===== config.mk =====
export PLATFORM = sky130hd
export DESIGN_NAME = i2as_core
export DESIGN_NICKNAME = d
export VERILOG_FILES = /design/src/core/i2as_pkg.sv /design/src/core/i2as_line_if.sv /design/src/core/i2as_core.sv /design/src/core/i2as_line_watch.sv
export VERILOG_INCLUDE_DIRS = /design/src /design/src/core
export SDC_FILE = /design/constraint.sdc
export NUM_CORES = 1
export LEC_CHECK = 0
export BUFFER_PORTS_ARGS = -buffer_cell sky130_fd_sc_hd__buf_4
export CAP_MARGIN = 5
export CORE_MARGIN = 10
export CORE_UTILIZATION = 30
export DETAILED_ROUTE_END_ITERATION = 10
export PLACE_DENSITY_LB_ADDON = 0.2
export SLEW_MARGIN = 20
export SYNTH_ARGS = -nofsm -noshare
export SYNTH_HDL_FRONTEND = slang
export SYNTH_HIERARCHICAL = 1
export SYNTH_SLANG_ARGS = --single-unit
export TNS_END_PERCENT = 10

===== constraint.sdc =====
create_clock -name mclk -period 3.1 [get_ports mclk]
set_clock_uncertainty 0.15 [all_clocks]
set_input_delay 0 -clock mclk [delete_from_list [all_inputs] [get_ports mclk]]
set_output_delay 0 -clock mclk [all_outputs]
set_load 0.03 [all_outputs]

===== src/core/i2as_regs.svh =====
/*
  Register offsets, field positions, reset values and bus state codes of
  the I2C slave address, data and status block.
  Assumes inclusion by bare name from the core files and the bench.
*/
`ifndef I2AS_REGS_SVH
`define I2AS_REGS_SVH

// ----------------------------------------------------------------------
// Register byte offsets on the Wishbone slave.
// ----------------------------------------------------------------------
`define I2AS_OFF_CTRL 8'h00
`define I2AS_OFF_DATA 8'h0c
`define I2AS_OFF_ADR0 8'h10
`define I2AS_OFF_CODE 8'h14
`define I2AS_OFF_ADR1 8'h20
`define I2AS_OFF_ADR2 8'h24
`define I2AS_OFF_HIT 8'h28
`define I2AS_OFF_ISTAT 8'h2c
`define I2AS_OFF_IMASK 8'h30

// ----------------------------------------------------------------------
// Control register bit positions.
// ----------------------------------------------------------------------
`define I2AS_CTRL_ACK 2
`define I2AS_CTRL_SI 3
`define I2AS_CTRL_STOP 4
`define I2AS_CTRL_START 5

// ----------------------------------------------------------------------
// Interrupt status bit positions.
// ----------------------------------------------------------------------
`define I2AS_INT_SI 0
`define I2AS_INT_HIT 1
`define I2AS_INT_STOP 2

// ----------------------------------------------------------------------
// Reset values, counts and bus state codes.
// ----------------------------------------------------------------------
`define I2AS_RST_BYTE 8'h00
`define I2AS_RST_ADR 7'h00
`define I2AS_BITS 4'h8
`define I2AS_C_IDLE 8'hf8
`define I2AS_C_SLAW 8'h60
`define I2AS_C_GCALL 8'h70
`define I2AS_C_RXACK 8'h80
`define I2AS_C_RXNACK 8'h88
`define I2AS_C_GCACK 8'h90
`define I2AS_C_GCNACK 8'h98
`define I2AS_C_STOP 8'ha0
`define I2AS_C_SLAR 8'ha8
`define I2AS_C_TXACK 8'hb8
`define I2AS_C_TXNACK 8'hc0
`define I2AS_C_TXLAST 8'hc8

`endif


===== src/core/i2as_pkg.sv =====
/*
  Types of the I2C slave address, data and status block.
  Assumes the register header supplies all numeric constants.
*/
package i2as_pkg;

  // --------------------------------------------------------------------
  // Link engine states.
  // --------------------------------------------------------------------
  typedef enum logic [2:0] {
    ST_IDLE = 3'b000,
    ST_ADDR = 3'b001,
    ST_ACK = 3'b010,
    ST_RX = 3'b011,
    ST_TX = 3'b100,
    ST_TXACK = 3'b101
  } i2as_state_t;

  // Whole state of the core module.
  typedef struct packed {
    logic ack;
    logic [31:0] rdata;
    logic ackCtl;
    logic si;
    logic stopReq;
    logic startReq;
    logic [7:0] data;
    logic [7:0] code;
    logic [6:0] adr0;
    logic [6:0] adr1;
    logic [6:0] adr2;
    logic gcEn;
    logic [2:0] hit;
    logic [2:0] intStat;
    logic [2:0] intMask;
    i2as_state_t state;
    logic [3:0] bitCnt;
    logic [7:0] shift;
    logic ackDrive;
    logic sdaDrive;
    logic read;
    logic gcMode;
    logic txLoad;
    logic masterAck;
    logic [7:0] pendCode;
  } i2as_core_t;

  // Whole state of the line watcher.
  typedef struct packed {
    logic sclS1;
    logic sclS2;
    logic sdaS1;
    logic sdaS2;
    logic sclPrev;
    logic sdaPrev;
  } i2as_watch_t;

endpackage : i2as_pkg


===== src/core/i2as_line_if.sv =====
/*
  Interface that carries synchronised line events from the watcher
  to the core. Assumes both ends run on mclk.
*/
`timescale 1ns/100ps
`default_nettype none

interface i2as_line_if;
  logic sclRise;  // Clock line went high.
  logic sclFall;  // Clock line went low.
  logic startSeen;  // START or repeated START on the bus.
  logic stopSeen;  // STOP on the bus.
  logic sdaLevel;  // Synchronised data line level.
  modport watch (output sclRise, sclFall, startSeen, stopSeen, sdaLevel);
  modport user (input sclRise, sclFall, startSeen, stopSeen, sdaLevel);
endinterface : i2as_line_if

`default_nettype wire


===== src/core/i2as_core.sv =====
/*
  I2C slave-side data, status code and own-address block with a
  Wishbone classic register slave and an interrupt output.
  Assumes a master engine elsewhere reports master mode and sent
  START or STOP as one-cycle pulses on mclk.
*/
`timescale 1ns/100ps
`default_nettype none
`include "i2as_regs.svh"

module i2as_core
  import i2as_pkg::*;
(
  // Clock and reset.
  input wire logic mclk,
  input wire logic rst,
  // Wishbone classic slave.
  input wire logic cyc_i,
  input wire logic stb_i,
  input wire logic we_i,
  input wire logic [7:0] adr_i,
  input wire logic [3:0] sel_i,
  input wire logic [31:0] dat_i,
  output logic [31:0] dat_o,
  output logic ack_o,
  // I2C lines, open drain.
  input wire logic sclIn,
  output logic sclOut,
  output logic sclOe,
  input wire logic sdaIn,
  output logic sdaOut,
  output logic sdaOe,
  // Rest of the controller.
  input wire logic masterActive,
  input wire logic startSent,
  input wire logic stopSent,
  output logic startRequest,
  output logic stopRequest,
  // Interrupt.
  output logic irq
);

  // ----------------------------------------------------------------------
  // Declarations.
  // ----------------------------------------------------------------------
  i2as_core_t st;  // Registered state.
  i2as_core_t next_st;  // Next value.
  i2as_line_if ln ();  // Synchronised line events.
  logic busReq;  // A bus request not yet answered.
  logic postNow;  // A new bus state is published this cycle.
  logic [7:0] postCode;  // Code of that bus state.
  logic [2:0] hitNow;  // Address compare result.
  logic gcNow;  // General call seen and enabled.
  logic evalAddr;  // Address byte complete this cycle.

  // Compares a received address with one own address.
  function automatic logic addr_hit(input logic [6:0] a,
                                    input logic [6:0] own);
    addr_hit = (a == own) && (own != `I2AS_RST_ADR);
  endfunction : addr_hit

  // ----------------------------------------------------------------------
  // Line watcher.
  // ----------------------------------------------------------------------
  i2as_line_watch u_watch (
    .mclk(mclk),
    .rst(rst),
    .sclIn(sclIn),
    .sdaIn(sdaIn),
    .ln(ln)
  );

  assign busReq = cyc_i & stb_i & ~st.ack;
  assign evalAddr = (st.state == ST_ADDR) && ln.sclFall &&
                    (st.bitCnt == `I2AS_BITS) && !ln.startSeen &&
                    !ln.stopSeen;
  assign hitNow = {addr_hit(st.shift[7:1], st.adr2),
                   addr_hit(st.shift[7:1], st.adr1),
                   addr_hit(st.shift[7:1], st.adr0)};
  assign gcNow = (st.shift[7:1] == `I2AS_RST_ADR) && !st.shift[0] &&
                 st.gcEn;

  // ----------------------------------------------------------------------
  // Next state: bus writes first, hardware events after, so a hardware event wins.
  // ----------------------------------------------------------------------
  always_comb begin
    next_st = st;
    postNow = 1'b0;
    postCode = `I2AS_C_IDLE;
    next_st.ack = busReq;
    next_st.rdata = '0;
    if (busReq && !we_i) begin
      // Reserved bits are simply never placed in the word.
      unique case (adr_i)
        `I2AS_OFF_CTRL: next_st.rdata[5:2] =
          {st.startReq, st.stopReq, st.si, st.ackCtl};
        `I2AS_OFF_DATA: next_st.rdata[7:0] = st.data;
        `I2AS_OFF_ADR0: next_st.rdata[7:0] = {st.adr0, st.gcEn};
        `I2AS_OFF_CODE: next_st.rdata[7:0] = st.code;
        `I2AS_OFF_ADR1: next_st.rdata[7:1] = st.adr1;
        `I2AS_OFF_ADR2: next_st.rdata[7:1] = st.adr2;
        `I2AS_OFF_HIT: next_st.rdata[2:0] = st.hit;
        `I2AS_OFF_ISTAT: next_st.rdata[2:0] = st.intStat;
        `I2AS_OFF_IMASK: next_st.rdata[2:0] = st.intMask;
        default: next_st.rdata = '0;
      endcase
    end
    if (busReq && we_i && sel_i[0]) begin
      unique case (adr_i)
        `I2AS_OFF_CTRL: begin
          next_st.ackCtl = dat_i[`I2AS_CTRL_ACK];
          next_st.stopReq = dat_i[`I2AS_CTRL_STOP];
          next_st.startReq = dat_i[`I2AS_CTRL_START];
          // Writing zero to the flag releases the engine.
          if (!dat_i[`I2AS_CTRL_SI]) begin
            next_st.si = 1'b0;
            next_st.code = `I2AS_C_IDLE;
          end
        end
        `I2AS_OFF_DATA: next_st.data = dat_i[7:0];
        `I2AS_OFF_ADR0: begin
          next_st.adr0 = dat_i[7:1];
          next_st.gcEn = dat_i[0];
        end
        `I2AS_OFF_ADR1: next_st.adr1 = dat_i[7:1];
        `I2AS_OFF_ADR2: next_st.adr2 = dat_i[7:1];
        `I2AS_OFF_ISTAT: next_st.intStat = st.intStat & ~dat_i[2:0];
        `I2AS_OFF_IMASK: next_st.intMask = dat_i[2:0];
        default: next_st.rdata = '0;
      endcase
    end
    // A sent STOP ends the STOP request; a sent START leaves the START request set.
    if (stopSent) begin
      next_st.stopReq = 1'b0;
    end

    // Link engine.
    if (ln.startSeen) begin
      if (st.state != ST_IDLE && st.state != ST_ADDR) begin
        postNow = 1'b1;
        postCode = `I2AS_C_STOP;
      end
      next_st.state = ST_ADDR;
      next_st.bitCnt = 4'h0;
      next_st.hit = 3'h0;
      next_st.ackDrive = 1'b0;
      next_st.sdaDrive = 1'b0;
    end else if (ln.stopSeen) begin
      if (st.state != ST_IDLE && st.state != ST_ADDR) begin
        postNow = 1'b1;
        postCode = `I2AS_C_STOP;
      end
      next_st.state = ST_IDLE;
      next_st.ackDrive = 1'b0;
      next_st.sdaDrive = 1'b0;
      next_st.intStat[`I2AS_INT_STOP] = 1'b1;
    end else begin
      unique case (st.state)
        ST_IDLE: begin
          next_st.sdaDrive = 1'b0;
        end
        ST_ADDR, ST_RX: begin
          if (ln.sclRise) begin
            next_st.shift = {st.shift[6:0], ln.sdaLevel};
            next_st.bitCnt = st.bitCnt + 4'h1;
          end
          if (evalAddr) begin
            next_st.bitCnt = 4'h0;
            next_st.state = ST_IDLE;
            // Own addresses mean nothing to a master.
            if (!masterActive) begin
              next_st.hit = hitNow;
              if ((|hitNow || gcNow) && st.ackCtl) begin
                next_st.ackDrive = 1'b1;
                next_st.state = ST_ACK;
                next_st.read = st.shift[0];
                next_st.gcMode = gcNow && !(|hitNow);
                // Sticky: a general call alone must not clear an old hit.
                next_st.intStat[`I2AS_INT_HIT] =
                  next_st.intStat[`I2AS_INT_HIT] | (|hitNow);
                next_st.pendCode = (gcNow && !(|hitNow)) ?
                  `I2AS_C_GCALL : (st.shift[0] ? `I2AS_C_SLAR :
                  `I2AS_C_SLAW);
              end
            end
          end else if (st.state == ST_RX && ln.sclFall &&
                       st.bitCnt == `I2AS_BITS) begin
            next_st.data = st.shift;
            next_st.bitCnt = 4'h0;
            next_st.ackDrive = st.ackCtl;
            next_st.state = ST_ACK;
            if (st.gcMode) begin
              next_st.pendCode = st.ackCtl ? `I2AS_C_GCACK :
                                             `I2AS_C_GCNACK;
            end else begin
              next_st.pendCode = st.ackCtl ? `I2AS_C_RXACK :
                                             `I2AS_C_RXNACK;
            end
          end
        end
        ST_ACK: begin
          // The acknowledge bit ends at this falling edge.
          if (ln.sclFall) begin
            postNow = 1'b1;
            postCode = st.pendCode;
            next_st.ackDrive = 1'b0;
            next_st.bitCnt = 4'h0;
            next_st.txLoad = st.read;
            next_st.state = !st.ackDrive ? ST_IDLE :
                            (st.read ? ST_TX : ST_RX);
          end
        end
        ST_TX: begin
          // The byte is taken once software releases the clock.
          if (st.txLoad) begin
            if (!st.si) begin
              next_st.txLoad = 1'b0;
              next_st.shift = st.data;
              next_st.sdaDrive = ~st.data[7];
            end
          end else begin
            if (ln.sclRise) begin
              next_st.bitCnt = st.bitCnt + 4'h1;
            end
            if (ln.sclFall) begin
              if (st.bitCnt == `I2AS_BITS) begin
                next_st.sdaDrive = 1'b0;
                next_st.state = ST_TXACK;
              end else begin
                next_st.shift = {st.shift[6:0], 1'b0};
                next_st.sdaDrive = ~st.shift[6];
              end
            end
          end
        end
        ST_TXACK: begin
          if (ln.sclRise) begin
            next_st.masterAck = ~ln.sdaLevel;
          end
          if (ln.sclFall) begin
            postNow = 1'b1;
            next_st.bitCnt = 4'h0;
            next_st.state = ST_IDLE;
            if (!st.masterAck) begin
              postCode = `I2AS_C_TXNACK;
            end else if (!st.ackCtl) begin
              postCode = `I2AS_C_TXLAST;
            end else begin
              postCode = `I2AS_C_TXACK;
              next_st.state = ST_TX;
              next_st.txLoad = 1'b1;
            end
          end
        end
        default: next_st.state = ST_IDLE;
      endcase
    end
    // A sent START or STOP clears the hit flags after the engine, so the
    // clear wins over an address compare in the same cycle.
    if (startSent || stopSent) begin
      next_st.hit = 3'h0;
    end
    // Publishing a bus state sets the flag and interrupt last.
    if (postNow) begin
      next_st.code = postCode;
      next_st.si = 1'b1;
      next_st.intStat[`I2AS_INT_SI] = 1'b1;
    end
  end

  // Registers the state; every field takes a constant on reset.
  always_ff @(posedge mclk or posedge rst) begin
    if (rst) begin
      st <= '0;
      st.code <= `I2AS_C_IDLE;
      st.state <= ST_IDLE;
    end else begin
      st <= next_st;
    end
  end

  // ----------------------------------------------------------------------
  // Outputs.
  // ----------------------------------------------------------------------
  assign dat_o = st.rdata;
  assign ack_o = st.ack;
  assign sclOut = 1'b0;
  assign sclOe = st.si;
  assign sdaOut = 1'b0;
  assign sdaOe = st.sdaDrive | st.ackDrive;
  assign startRequest = st.startReq;
  assign stopRequest = st.stopReq;
  assign irq = |(st.intStat & st.intMask);
endmodule : i2as_core

`default_nettype wire


===== src/core/i2as_line_watch.sv =====
/*
  Two-flop synchroniser and edge, START and STOP detector for the I2C
  lines. Assumes SCL and SDA arrive asynchronously to mclk and are far
  slower than it.
*/
`timescale 1ns/100ps
`default_nettype none

module i2as_line_watch
  import i2as_pkg::*;
(
  // Clock and reset.
  input wire logic mclk,
  input wire logic rst,
  // Raw bus lines.
  input wire logic sclIn,
  input wire logic sdaIn,
  // Events towards the core.
  i2as_line_if.watch ln
);

  // ----------------------------------------------------------------------
  // State.
  // ----------------------------------------------------------------------
  i2as_watch_t st;  // Registered state.
  i2as_watch_t next_st;  // Next value.

  // First stages feed only second stages; lines idle high.
  always_comb begin
    next_st = st;
    next_st.sclS1 = sclIn;
    next_st.sclS2 = st.sclS1;
    next_st.sdaS1 = sdaIn;
    next_st.sdaS2 = st.sdaS1;
    next_st.sclPrev = st.sclS2;
    next_st.sdaPrev = st.sdaS2;
  end

  // Reset to the idle-high level so no false START appears.
  always_ff @(posedge mclk or posedge rst) begin
    if (rst) begin
      st <= '1;
    end else begin
      st <= next_st;
    end
  end

  // ----------------------------------------------------------------------
  // Events, looked at from the second stage onward.
  // ----------------------------------------------------------------------
  assign ln.sclRise = st.sclS2 & ~st.sclPrev;
  assign ln.sclFall = ~st.sclS2 & st.sclPrev;
  assign ln.startSeen = st.sclS2 & st.sclPrev & st.sdaPrev & ~st.sdaS2;
  assign ln.stopSeen = st.sclS2 & st.sclPrev & ~st.sdaPrev & st.sdaS2;
  assign ln.sdaLevel = st.sdaS2;

endmodule : i2as_line_watch

`default_nettype wire


# Yosys cells after proc, flatten, opt, wreduce, memory -nomap -nowiden
# Index checks and enable logic that the tools add are counted.
# word_totals
inputBits	54
ff_bits	119
# classes
bitwise_logic	24
add_sub_neg	1
n_reduce_logical	67
eq_ne	48
n_mux	109
# op_table
cell	count
$mux W8	25
$mux W7	11
$mux W74	1
$mux W3	15
$eq A8 B6 Y1 const B	5
$mux W32	1
$pmux W8 S2	2
$mux W1	31
$ne A5 B5 Y1 const B	6
$reduce_and A7 Y1	4
$mux W12	2
$ne A3 B3 Y1 const B	8
$eq A7 B7 Y1	3
$reduce_bool A7 Y1	3
$ne A4 B4 Y1 const B	5
$pmux W3 S6	1
$logic_and A1 B1 Y1	17
$eq A8 B5 Y1 const B	2
$mux W4	4
$pmux W4 S4	1
$pmux W3 S5	1
$ne A2 B2 Y1 const B	7
$reduce_and A2 Y1	7
$reduce_bool A2 Y1	7
38 further kinds	80

# Longest topological paths before layout
# depth
depth_word	12
depth_mapped	8

# By module
# Netlist, hierarchy kept.
# by_module_without_submodules
module	cells_each	seq_area_each_um2	area_per_inst_um2	n_inst
i2as_core	517	2083.2	5083.6	1
i2as_line_watch	11	157.7	193.9	1

# Worst setup path before layout
# Ideal clock, no wire load.
# synth_timing
path_type	flip-flop to flip-flop
start	register u_watch.st, in the netlist u_watch/ln.sdaLevel
end	register st[74] (netlist name)
stages_incl_launch_ff	8
t_arrival_ns	2.014
required_ns	2.813
path_buffers	1
setup_slack_ns	0.799
path_cell_list	dfstp_2 > and4b_1 > or2_2 > nor4_1 > nand2_1 > clkbuf_1 > nor2_1 > a21oi_1
# synth_rtl
item	line	text
start, declared	i2as_line_watch.sv:25	i2as_watch_t st;
start signal, assigned	i2as_line_watch.sv:44	st <= next_st;
end signal, assigned	i2as_core.sv:278	st <= next_st;
end, declared	i2as_core.sv:46	i2as_core_t st;

==> impl_results.md <==
- Actual slew at the worst max-slew pin: between 0.9 and 1 ns
- Crit path to: dat_o[1]$_DFF_PP0_
- Clock slew at reported path FFs: roughly 0.070 ns
- ANT cells: 0
- Antenna violations before repair: 0
- Pleak: about 2.7 nW
- Reg2Reg Depth: 6
- Final setup viols: 0
- Async S/R FF share, synth: between 90% and 100%
- RSZ-0062 raised after global routing: no
- Total CTS buffers: 9
- Register area share after synthesis: ~42%
- Overall Power: 3.41 mW
- Pre-Repair DR Iteration Count: 6
- Setup tns final: 0 ns
- Setup crit start kind: input pin
- DRT iter0 DRCs: around 270
- Chip height: 153 um
- Reg-to-Reg Start: u_watch/ln.sdaLevel$_DFF_PP1_
- Hold path cells: 4
- Crit Path Max Fanout: 7
- Synth Area in Adders: 0.474%
- Hold Fails Final Rpt: 0
- H-tree depth: 3
- I/O pins: between 90 and 100
- Post-CTS sizing: 0
- Yosys top cell area share: 37.0%
- Worst setup path start: adr_i[0]
- First-pass GRT wire length: roughly 24000 um
- Power density cells: between 500 and 600 mW/mm^2
- FF-to-FF setup slack: between 0.4 and 0.5 ns
- Detail Placement HPWL: around 11000 um
- Yosys reg bits: just under 90
- Largest family of logic cells by synthesized area: simple AND/OR/NAND/NOR gates
- CTS tree: built
- Nets: ~630
- WL final: ~15000 um
- Remaining global-route overflow: 0
- Total die area: 0.0233 mm^2
- Core box area: roughly 0.017 mm^2
- Number of enable flip-flop cells after synthesis: 0
- Avg WL per Cell: 18.1 um
- FP Rows: between 40 and 50
- Vias in the first global route: ~4200
- Post-synthesis xor/xnor area fraction: between 2 and 3%
- Post-route ant nets: 0
- Fin crit period: about 2.7 ns
- Top cells by count, synth: dfrtp_1 (78), nand2_1 (48), nor2_1 (42), buf_4 (36), mux2_2 (31)
- Most used flip-flop cell after synthesis: dfrtp_1
- Post-Syn Instances: roughly 530
- Syn_area_per_cell: around 10 um^2
- Hold Crit Class: in2reg
- Top Layer Used: met4
- Pin count of the biggest net entering global routing: 51
- CP Data Arrival Time: between 2 and 3 ns
- Slew Limit Fails: 0
- Count of different cell masters after synthesis: between 70 and 80
- VDD IR-drop max: between 0.0002 and 0.0003 V
- Synth Area in Compound Gates: 16.8%
- Post-synthesis mux area share: 11.6%
- Met3 Wirelength: a little over 700 um
- Routed wl met2: around 7200 um
- Simple-gate portion of the synthesized area: between 15 and 20%
- Die X: about 150 um
- Via count: roughly 4000
- Max Freq: approximately 0.36 GHz
- GR Util All Layers: between 10% and 20%
- Main area contributors after synthesis: dfrtp_1 (37%), mux2_2 (6.6%), dfstp_2 (5.5%)
- Post-synthesis cell area: ~0.0053 mm^2
- # hold bufs at CTS: 26
- Routed met1 length: 6540 um
- Initial cell density of the core: 30.5%
- Share of cells above drive strength 1: roughly 22%
- Port bufs: 40
- Routed vias/inst: slightly above 5
- Synth warn: 6
- Post-CTS Setup Inserts: 0
- Req. time, crit path: roughly 3.2 ns
- Skew-Pair Late Insertion Delay: 0.35 ns
- Rel. slew slack: between 30% and 40%
- Root Buffer: clkbuf_16
- CTS Buffer Depth: 2
- Outcome: finished, final reports clean
- Max Cap Viol: 0
- Final worst-path cycle share: between 80% and 90%
- P&R area growth vs syn: 17.7%
- Kind of critical path: in2reg
- Count leader, synth: dfrtp_1
- Fill cell count: 1777
- Reg2reg end: st[4]$_DFFE_PP0P_
- Clock sinks: roughly 90
- Cell taking the most area after synthesis: dfrtp_1
- GP Congestion: 0.868
- DRC violations left: 0
- CP endpoint kind: flop
[worst max-delay path, stage by stage]
cell and delay, ns:
dlygate4sd3_1 0.54, buf_4 0.13, or4_4 0.59, or3b_4 0.48, nor2b_4 0.19, a221o_1 0.18, a21oi_1 0.06, nor4_2 0.15
dlygate4sd3_1 0.57
[cell families after synthesis]
logic type / count (synthesis)
XOR/XNOR: 18
AND/OR/NAND/NOR: 166
AO/OA/AOI/OAI: 120
multiplexers: 56
flip-flops: 89
buffers and inverters: 76
other: 1
adder cells (fa/ha/maj): 2
[placed cells by master, fill, tap and decap left out, drive strengths merged, types with 11 or more instances in the layout]
cell type | Yosys | routed
a21oi | 23 | 23
buf | 49 | 50
conb | 1 | 26
dfrtp | 78 | 78
dfstp | 11 | 11
dlygate4sd3 | 0 | 26
inv | 14 | 13
mux2 | 31 | 31
mux2i | 24 | 24
nand2 | 50 | 50
nor2 | 43 | 43
nor2b | 11 | 11
o21ai | 29 | 29
xnor2 | 12 | 12
[area by class of cell]
type / instances / area [um^2] / share of cell area [%]
Sequential cell: 89 / 2240 / 36.1
Inverter: 14 / 53.8 / 0.866
Tap cell: 225 / 282 / 4.53
Timing Repair Buffer: 76 / 636 / 10.2
Clock inverter: 5 / 82.6 / 1.33
Multi-Input combinational cell: 388 / 2690 / 43.3
Clock buffer: 9 / 225 / 3.63
[sequential cells by signal, summed over array words and instances, names as in the netlist]
| name | count |
|---|---|
| startRequest | 1 |
| u_watch/ln.sdaLevel | 1 |
| stopRequest | 1 |
| u_watch/next_st | 3 |
| sclOe | 1 |
| ack_o | 1 |
| dat_o | 8 |
| st | 71 |
| u_watch/st | 2 |
[report_power, final]
| part | total (mW) | internal (mW) | switching, mW |
|---|---|---|---|
| Clock | 1.16 | 0.698 | 0.458 |
| Sequential | 1.51 | 1.30 | 0.214 |
| Combinational | 0.744 | 0.314 | 0.429 |
[worst min path at each step]
stage	from	to	slack (ns)
2_1_floorplan	rst	u_watch/ln.sdaLevel$_DFF_PP1_	-0.15
3_3_place_gp	sclIn	u_watch/next_st[4]$_DFF_PP1_	-0.04
3_5_place_dp	sclIn	u_watch/next_st[4]$_DFF_PP1_	-0.04
4_1_cts	adr_i[5]	st[29]$_DFFE_PP0P_	0.04
5_1_grt	adr_i[5]	st[29]$_DFFE_PP0P_	0.06
6_report	adr_i[5]	st[29]$_DFFE_PP0P_	0.06
[through the flow]
stage | util (%) | cell area, um^2 | hold WS, ns | std cells | setup slack [ns]
2_1_floorplan | - | 5370 | -0.151 | 553 | 0.799
3_3_place_gp | 32.6 | 5640 | -0.0406 | 766 | 0.466
3_5_place_dp | 32.6 | 5640 | -0.0404 | 766 | 0.445
4_1_cts | 35.9 | 6210 | 0.0447 | 806 | 0.381
5_1_grt | 35.9 | 6210 | 0.0603 | 806 | 0.238
6_report | 35.9 | 6210 | 0.0583 | 806 | 0.353
[metal layers]
metal | GRT usage [%] | vias up
li1 | - | 1945
met1 | 15.7 | 2011
met2 | 20.7 | 111
met3 | 3.36 | 14
met4 | 3.09 | 0
met5 | 0 | -
Note: power is estimated with default switching activity, not from simulation.
